### config.mk
export PLATFORM = sky130hd
export DESIGN_NAME = eic_core
export DESIGN_NICKNAME = d
export VERILOG_FILES = /design/src/eic_pkg.sv /design/src/eic_core.sv
export SDC_FILE = /design/constraint.sdc
export NUM_CORES = 1
export LEC_CHECK = 0
export BUFFER_PORTS_ARGS = -buffer_cell sky130_fd_sc_hd__clkbuf_2
export CORE_MARGIN = 3
export CORE_UTILIZATION = 55
export DETAILED_ROUTE_END_ITERATION = 16
export PLACE_DENSITY = 0.84
export RECOVER_POWER = 50
export SLEW_MARGIN = 20
export SYNTH_ARGS = -nofsm -noshare
export SYNTH_HDL_FRONTEND = slang
export SYNTH_SLANG_ARGS = --single-unit
### constraint.sdc
create_clock -name SYS_CLK_I -period 10.6 [get_ports SYS_CLK_I]
set_clock_uncertainty 0.1 [all_clocks]
set_input_delay 1.06 -clock SYS_CLK_I [delete_from_list [all_inputs] [get_ports SYS_CLK_I]]
set_output_delay 1.06 -clock SYS_CLK_I [all_outputs]
set_load 0.05 [all_outputs]
### src/eic_pkg.sv
// package: register map, reset values and record types of the encoder configuration block
package eic_pkg;
    // ****************************************
    // register map
    // ****************************************
    localparam logic [15:0] EIC_OFS_MAXFREQ = 16'h520c;
    localparam logic [15:0] EIC_OFS_SGL     = 16'h5210;
    localparam logic [15:0] EIC_OFS_MUL     = 16'h5212;

    // ****************************************
    // reset values and limits
    // ****************************************
    localparam logic [15:0] EIC_RST_MAXFREQ = 16'h03e8;
    localparam logic [15:0] EIC_RST_SGL     = 16'h000d;
    localparam logic [15:0] EIC_RST_MUL     = 16'h0000;
    localparam logic [15:0] EIC_MIN_MAXFREQ = 16'h0001;
    localparam logic [15:0] EIC_MAX_MAXFREQ = 16'h03e8;
    localparam logic [15:0] EIC_MIN_SGL     = 16'h0008;
    localparam logic [15:0] EIC_MAX_SGL     = 16'h0019;
    localparam logic [15:0] EIC_MAX_MUL     = 16'h0018;
    localparam logic [15:0] EIC_MAX_SUM     = 16'h002e;
    localparam logic [2:0]  EIC_INC_PER_CYC = 3'h4;
    localparam int          EIC_POS_W       = 46;

    // ****************************************
    // record types
    // ****************************************
    typedef struct packed {
        logic [15:0] maxfreq;
        logic [15:0] sgl;
        logic [15:0] mul;
    } eic_cfg_t;

    typedef struct packed {
        logic        wr;
        logic        rd;
        logic [15:0] addr;
        logic [15:0] wdata;
    } eic_req_t;
endpackage : eic_pkg

### src/eic_core.sv
// encoder configuration: resolution and incremental frequency settings with power-on apply
`timescale 1ns/1ps
`default_nettype none
module eic_core
    import eic_pkg::*;
#(
    parameter int POS_W = 46
) (
    input  wire logic                  SYS_CLK_I,
    input  wire logic                  RESET_I,
    input  wire logic                  POWER_ON_I,
    input  wire logic                  STAGE_EN_I,
    input  wire eic_pkg::eic_req_t     REQ_I,
    output logic                       ACK_O,
    output logic                       ERR_O,
    output logic [15:0]                RDATA_O,
    output logic [31:0]                ST_INC_O,
    output logic [24:0]                MT_TURNS_O,
    output logic [31:0]                MAX_INC_RATE_O,
    input  wire logic [POS_W-1:0]      RAW_POS_I,
    output logic [POS_W-1:0]           POS_O,
    output logic [4:0]                 ACT_SGL_O,
    output logic [4:0]                 ACT_MUL_O
);
    import eic_pkg::*;


    // ****************************************
    // elaboration checks
    // ****************************************
    // the mask below and the package limits assume a 46-bit word; a narrower word
    // would drop turn bits, a wider one would carry bits that no encoder drives
    if (POS_W != EIC_POS_W) begin : g_bad_pos_w
        $error("eic_core: POS_W must equal EIC_POS_W");
    end

    // ****************************************
    // register select
    // ****************************************
    // one code per mapped register; anything else decodes to none and is refused
    typedef enum logic [1:0] {
        EIC_SEL_NONE = 2'b00,
        EIC_SEL_FREQ = 2'b01,
        EIC_SEL_SGL  = 2'b10,
        EIC_SEL_MUL  = 2'b11
    } eic_sel_t;

    // ****************************************
    // state and next values
    // ****************************************
    eic_cfg_t         stored_q;
    eic_cfg_t         stored_d;
    eic_cfg_t         active_q;
    eic_cfg_t         active_d;
    logic             ack_q;
    logic             ack_d;
    logic             err_q;
    logic             err_d;
    logic [15:0]      rdata_q;
    logic [15:0]      rdata_d;
    logic [POS_W-1:0] pos_q;
    logic [POS_W-1:0] pos_d;
    logic [5:0]       width_sum;
    logic [POS_W-1:0] pos_keep;
    eic_sel_t         sel;
    logic             wr_ok;

    // ****************************************
    // helper functions
    // ****************************************
    // address decode, shared by the range check and both access paths
    function automatic eic_sel_t reg_sel(input logic [15:0] a);
        eic_sel_t s;
        case (a)
            EIC_OFS_MAXFREQ: s = EIC_SEL_FREQ;
            EIC_OFS_SGL:     s = EIC_SEL_SGL;
            EIC_OFS_MUL:     s = EIC_SEL_MUL;
            default:         s = EIC_SEL_NONE;
        endcase
        return s;
    endfunction : reg_sel

    // range check per register; an out-of-range value is refused, never clipped
    function automatic logic in_range(input eic_sel_t s, input logic [15:0] v);
        logic ok;
        case (s)
            EIC_SEL_FREQ: ok = (v >= EIC_MIN_MAXFREQ) && (v <= EIC_MAX_MAXFREQ);
            EIC_SEL_SGL:  ok = (v >= EIC_MIN_SGL) && (v <= EIC_MAX_SGL);
            EIC_SEL_MUL:  ok = (v <= EIC_MAX_MUL);
            default:      ok = 1'b0;
        endcase
        return ok;
    endfunction : in_range

    // one-hot power of two, for the turn increments and the turn count alike
    function automatic logic [31:0] pow2(input logic [4:0] n);
        return 32'h0000_0001 << n;
    endfunction : pow2

    // ****************************************
    // request decode
    // ****************************************
    // decode once so that the write and read paths agree on the target
    always_comb begin
        sel   = reg_sel(REQ_I.addr);
        wr_ok = !STAGE_EN_I && in_range(sel, REQ_I.wdata);
    end

    // ****************************************
    // stored settings
    // ****************************************
    // a refused write leaves every stored field untouched; the sum of the two
    // widths is the configurer's duty and is deliberately not checked here
    always_comb begin
        stored_d = stored_q;
        if (REQ_I.wr && wr_ok) begin
            case (sel)
                EIC_SEL_FREQ: stored_d.maxfreq = REQ_I.wdata;
                EIC_SEL_SGL:  stored_d.sgl     = REQ_I.wdata;
                EIC_SEL_MUL:  stored_d.mul     = REQ_I.wdata;
                default:      stored_d         = stored_q;
            endcase
        end
    end

    // ****************************************
    // active settings
    // ****************************************
    // evaluation only sees the active copy, so a write while running cannot
    // shift the position word under a moving axis
    always_comb begin
        active_d = active_q;
        if (POWER_ON_I) begin
            active_d = stored_q;
        end
    end

    // reset loads the factory defaults into both copies; a reset of the logic
    // stands in for a restore from the persistent store
    always_ff @(posedge SYS_CLK_I) begin
        if (RESET_I) begin
            stored_q <= '{EIC_RST_MAXFREQ, EIC_RST_SGL, EIC_RST_MUL};
            active_q <= '{EIC_RST_MAXFREQ, EIC_RST_SGL, EIC_RST_MUL};
        end else begin
            stored_q <= stored_d;
            active_q <= active_d;
        end
    end

    // ****************************************
    // access answer
    // ****************************************
    // ack pulses once per request, err marks any refusal, rdata holds the last read;
    // reads return the stored value, which may differ from the active one
    always_comb begin
        ack_d   = REQ_I.wr | REQ_I.rd;
        err_d   = 1'b0;
        rdata_d = rdata_q;
        if (REQ_I.wr) begin
            err_d = !wr_ok;
        end else if (REQ_I.rd) begin
            case (sel)
                EIC_SEL_FREQ: rdata_d = stored_q.maxfreq;
                EIC_SEL_SGL:  rdata_d = stored_q.sgl;
                EIC_SEL_MUL:  rdata_d = stored_q.mul;
                default: begin
                    rdata_d = 16'h0000;
                    err_d   = 1'b1;
                end
            endcase
        end
    end

    // answer registers
    always_ff @(posedge SYS_CLK_I) begin
        if (RESET_I) begin
            ack_q   <= 1'b0;
            err_q   <= 1'b0;
            rdata_q <= 16'h0000;
        end else begin
            ack_q   <= ack_d;
            err_q   <= err_d;
            rdata_q <= rdata_d;
        end
    end

    // ****************************************
    // position word
    // ****************************************
    // the widths are at most 25 and 24, so six bits hold their sum; turn bits sit
    // directly above the in-turn bits, everything higher is cleared
    always_comb begin
        width_sum = active_q.sgl[5:0] + active_q.mul[5:0];
        pos_keep  = ~({POS_W{1'b1}} << width_sum);
        pos_d     = RAW_POS_I & pos_keep;
    end

    // one cycle of latency on the position word
    always_ff @(posedge SYS_CLK_I) begin
        if (RESET_I) begin
            pos_q <= '0;
        end else begin
            pos_q <= pos_d;
        end
    end

    // ****************************************
    // outputs
    // ****************************************
    // register bus answer and position word
    assign ACK_O          = ack_q;
    assign ERR_O          = err_q;
    assign RDATA_O        = rdata_q;
    assign POS_O          = pos_q;
    // active widths as seen by evaluation
    assign ACT_SGL_O      = active_q.sgl[4:0];
    assign ACT_MUL_O      = active_q.mul[4:0];
    // derived figures from the active settings
    assign ST_INC_O       = pow2(active_q.sgl[4:0]);
    assign MT_TURNS_O     = 25'(pow2(active_q.mul[4:0]));
    assign MAX_INC_RATE_O = 32'(active_q.maxfreq) * 32'd1000 * 32'(EIC_INC_PER_CYC);
endmodule : eic_core
`default_nettype wire

* Yosys cells after proc, flatten, opt, wreduce, memory -nomap -nowiden *
Index checks and enable logic that the tools add are counted.

word-level totals
  flip-flop bits (word level) = 140
  bits of input ports = 84

operators by class
  bitwise logic cells = 4
  muxes and demuxes = 6
  $mul = 1
  reduce and logical (&&, ||, !) cells = 11
  shifts and indexed selects = 3
  $add $sub $neg = 1
  eq/ne operators = 6
  magnitude comparators = 5

operators with widths
  kind                                                                 count
  equality test 16 x 15 -> 1 bit (second input constant)               3
  one-hot mux 16 bit (3 select lines)                                  1
  AND 46 bit                                                           1
  inverter 46 bit                                                      1
  << shifter 46 x 6 -> 46 bit (first input constant)                   1
  <= comparator 16 x 5 -> 1 bit (second input constant)                2
  << shifter 1 x 5 -> 32 bit (first input constant)                    1
  << shifter 1 x 5 -> 25 bit (first input constant)                    1
  multiplier 16 x 7 -> 23 bit (second input constant)                  1
  greater-or-equal comparator 16 x 1 -> 1 bit (second input constant)  1
  greater-or-equal comparator 16 x 4 -> 1 bit (second input constant)  1
  <= comparator 16 x 10 -> 1 bit (second input constant)               1
  AND reduction 2 bit                                                  4
  adder 6 bit                                                          1
  one-hot mux 2 bit (3 select lines)                                   1
  equality test 2 bit (second input constant)                          2
  logical AND 1 bit                                                    4
  2-to-1 mux 1 bit                                                     3
  one-hot mux 1 bit (3 select lines)                                   1
  OR reduction 3 bit                                                   1
  equality test 2 x 1 -> 1 bit (second input constant)                 1
  logical NOT 1 bit                                                    2
  inverter 1 bit                                                       1
  bitwise OR 1 bit                                                     1

* Logic depth before layout (Yosys ltp) *
  depth in word-level cells = 7
  mapped depth = 16
  gate-level depth less buffers = 15

* Least setup slack after synthesis *
OpenSTA, ideal clock, no wires.

  kind = register -> output
  start = register active_q[33] in the netlist's numbering
  end = output port MAX_INC_RATE_O[17]
  setup slack = 4106 ps
  required time = 9440 ps
  path buffers = 0
  stages on the path, launching flop included = 14
  data arrival time = 5334 ps
  cell sequence = dfxtp_1 > fa_1 > fa_1 > inv_1 > fa_1 > fa_1 > inv_1 > ha_1 > nand2_1 > o211ai_1 > a21o_1 > a21oi_1 > o21a_1 > o311ai_0

on the way
  word-level cells in the longest chain between the ends = 1

RTL lines
  item                         line             RTL
  start: declaration           eic_core.sv:53   eic_cfg_t active_q;
  start signal: assignment     eic_core.sv:143  active_q <= '{EIC_RST_MAXFREQ, EIC_RST_SGL, EIC_RST_MUL};
  start signal: assignment     eic_core.sv:146  active_q <= active_d;
  multiplier 16 x 7 -> 23 bit  eic_core.sv:221  assign MAX_INC_RATE_O = 32'(active_q.maxfreq) * 32'd1000 * 32'(EIC_INC_PER_CYC);
  end: declaration             eic_core.sv:19   output logic [31:0] MAX_INC_RATE_O,

Every way passes these cells.

* Final worst setup path *
  start = register active_q[43] in the netlist's numbering
  end = output port MAX_INC_RATE_O[25]

The elaborated chain is that of the path after synthesis.

==> metrics.md <==
| Metric | Value |
|---|---|
| FP Rows | `45` |
| Syn. warnings | `0` |
| I/O Pins | `247` |
| Post-synth ARST share | `0` |
| Initial antenna violation count | `0` |
| Synth cell count leaders | `140 x dfxtp_1, 119 x nor2_1, 109 x inv_1` |
| Status | `finished with violations` |
| Setup WS post-layout | `4073 ps` |
| Final wirelength | `23660 um` |
| Max_slew headroom | `-1.417` |
| Leading area contributor after synthesis | `dfxtp_1` |
| Overflow after GRT | `0` |
| Vias per cell | `5.505` |
| R2R cell count | `8` |
| Violated checks | `max-capacitance violations, max-slew violations` |
| CP max FO | `8` |
| Critical Path Sink Type | `primary output` |
| Critical path class | `reg -> out` |
| RSZ-0062 raised after global routing | `false` |
| Core area | `0.01543 sq mm` |
| Antenna viol nets, final | `0` |
| Die width | `132.4 um` |
| Mapped Avg Cell Area | `9.018 sq um` |
| Crit start category | `flop` |
| Most used DFF post-synth | `dfxtp_1` |
| Synth-to-layout area growth | `17.99%` |
| Clk sinks | `140` |
| Slew @ Worst Pin | `3626 ps` |
| Initial Util | `0.5693` |
| Top post-synthesis cells by area | `dfxtp_1 32%, fa_1 13%, ha_1 8.3%, nor2_1 5.1%, inv_1 4.7%` |
| Via count | `7641` |
| Placement Setup Slack | `4474 ps` |
| Min-Delay Path Class | `reg -> reg` |
| Cts hold-fix bufs | `0` |
| H-tree depth | `4` |
| WL per Instance | `17.04 um` |
| Worst reg-to-reg setup slack | `7500 ps` |
| Fin. max-slew vios | `132` |
| Port Buffer Count | `237` |
| CP required | `9440 ps` |
| TritonCTS clock tree | `yes` |
| Final nets | `1363` |
| HPWL after DPL | `17640 um` |
| Synth unique cells | `60` |
| Post-synth EDFFs | `0` |
| Final Hold Fails | `0` |
| GP Congestion | `0.8922` |
| Share of cells above drive strength 1 | `0.1699` |
| Clock period minus worst slack | `6527 ps` |
| Root buf cell | `clkbuf_16` |
| Die height | `132.4 um` |
| Pwr/cell area | `171.4 mW/mm^2` |
| Setup Buffers After CTS | `0` |
| # resized after CTS | `0` |
| DR iter-0 viols | `596` |
| Gr usage total | `0.2608` |
| First-pass detailed-route iteration total | `7` |
| CP Data Arrival Time | `5370 ps` |
| Max Freq | `153.2 MHz` |
| Max clock buf depth | `2` |
| Total power | `1.777 mW` |
| Final hold slack | `357.2 ps` |
| Final setup fails | `0` |
| DIE AREA | `0.01752 sq mm` |
| Synth Cell Area | `0.008783 sq mm` |
| Period Utilization, post-route | `0.6158` |
| Peak VDD IR | `0.2248 mV` |
| Drc violations | `0` |
| Top cell type's share of synthesized area | `0.3191` |
| CTS clk-pin slew, worst paths | `50 ps` |
| Antenna diode count | `0` |
| Yosys reg bits | `140` |
| Setup TNS | `0 ps` |
| Vias in the first global route | `7497` |
| Synth Instances | `974` |
| Cell with the most instances after synthesis | `dfxtp_1` |
| First-pass GRT wire length | `37400 um` |
| Max cap viols | `2` |
| CTS buffer count | `17` |
| Largest net degree at the start of global routing | `80` |
| Leak | `4.922 nW` |
| Register area share after synthesis | `0.3191` |
| Clk_lat worst skew | `410 ps` |
| Hold Path Depth | `1` |
## cells by family (layout without fill, tap and decap cells)
family | count (synthesis) | in the layout | share of synthesized area
fa+ha+maj | 113 | 113 | 0.2080
simple gates | 303 | 303 | 0.1739
mux | 56 | 56 | 0.06610
xor+xnor | 23 | 23 | 0.02293
compound gates | 153 | 153 | 0.1188
other cells | 1 | 9 | 0.0004269
buf+inv | 185 | 380 | 0.09074
flops | 140 | 140 | 0.3191
## report_power, final
| part | total (mW) | internal [mW] | switching, mW |
|---|---|---|---|
| sequential | 0.538 | 0.534 | 0.00397 |
| clock | 0.590 | 0.377 | 0.213 |
| combinational | 0.649 | 0.193 | 0.456 |
| total | 1.78 | 1.10 | 0.673 |
## cells in the final DEF, fill, tap and decap left out, types with 4 or more instances in the layout
cell	Yosys	layout
fa_1	55	55
or2_2	4	4
mux2i_1	40	40
and3_1	20	20
nor3_1	13	13
a311oi_1	15	15
dfxtp_1	140	140
or3b_2	5	5
o21ai_0	21	21
nand3b_1	6	6
clkbuf_1	48	106
a21oi_1	41	41
conb_1	1	9
inv_1	109	109
nor4b_1	6	6
nor2_1	119	119
o211ai_1	10	10
xnor2_1	18	17
mux2_2	16	16
clkinv_2	0	6
xor2_1	5	5
clkbuf_16	0	17
nand2_1	65	65
ha_1	58	58
a22oi_1	16	16
or3_1	6	6
and2_1	14	14
a211oi_1	21	21
clkbuf_2	0	134
nand3_1	10	10
a2111oi_0	4	4
nand2b_1	12	12
a21o_1	7	7
## worst max-delay path, stage by stage, from the launching register on
cell and delay [ps]:
dfxtp_1 440, inv_1 170, fa_1 510, fa_1 550
inv_1 50, fa_1 540, inv_1 60, fa_1 500
inv_1 40, ha_1 380, a211o_1 340, a2111oi_0 510
nor4b_1 180, nor3_1 250, xnor2_1 140, clkbuf_2 290
## registers in the layout (all words and copies together), names as in the netlist
name       count
active_q      18
RDATA_O       16
ACK_O          1
POS_O         46
ACT_SGL_O      5
ERR_O          1
ACT_MUL_O      5
stored_q      48
## cell type report
type / instances / area, sq um
Multi-Input combinational cell: 657 / 5224
Fill cell: 1303 / 5064
Sequential cell: 140 / 2803
Timing Repair Buffer: 241 / 1084
Clock buffer: 21 / 460.4
Inverter: 109 / 409.1
Tap cell: 211 / 264.0
Clock inverter: 9 / 120.1
## routing by layer
layer | vias up | routed length [um] | GRT usage
met4 | 0 | 405 | 0.06640
met1 | 3666 | 9939 | 0.3480
met5 | - | 0 | 0
met2 | 307 | 11770 | 0.4396
li1 | 3631 | - | -
met3 | 37 | 1537 | 0.04771
## stage by stage
stage | cells | area (sq um) | utilization
floorplan | 982 | 8813 | -
global placement | 1358 | 9916 | 0.6427
detailed placement | 1358 | 9916 | 0.6427
CTS | 1388 | 10500 | 0.6804
global route | 1388 | 10360 | 0.6718
finish | 1388 | 10360 | 0.6718
## path summary, 6_finish.rpt
kind,startpoint,end
max,active_q[43],MAX_INC_RATE_O[25]
min reg2reg,stored_q[29],stored_q[29]
min,stored_q[29],stored_q[29]
max reg2reg,ACT_MUL_O[0],POS_O[4]
No activity file was read; power rests on OpenSTA's default activity.
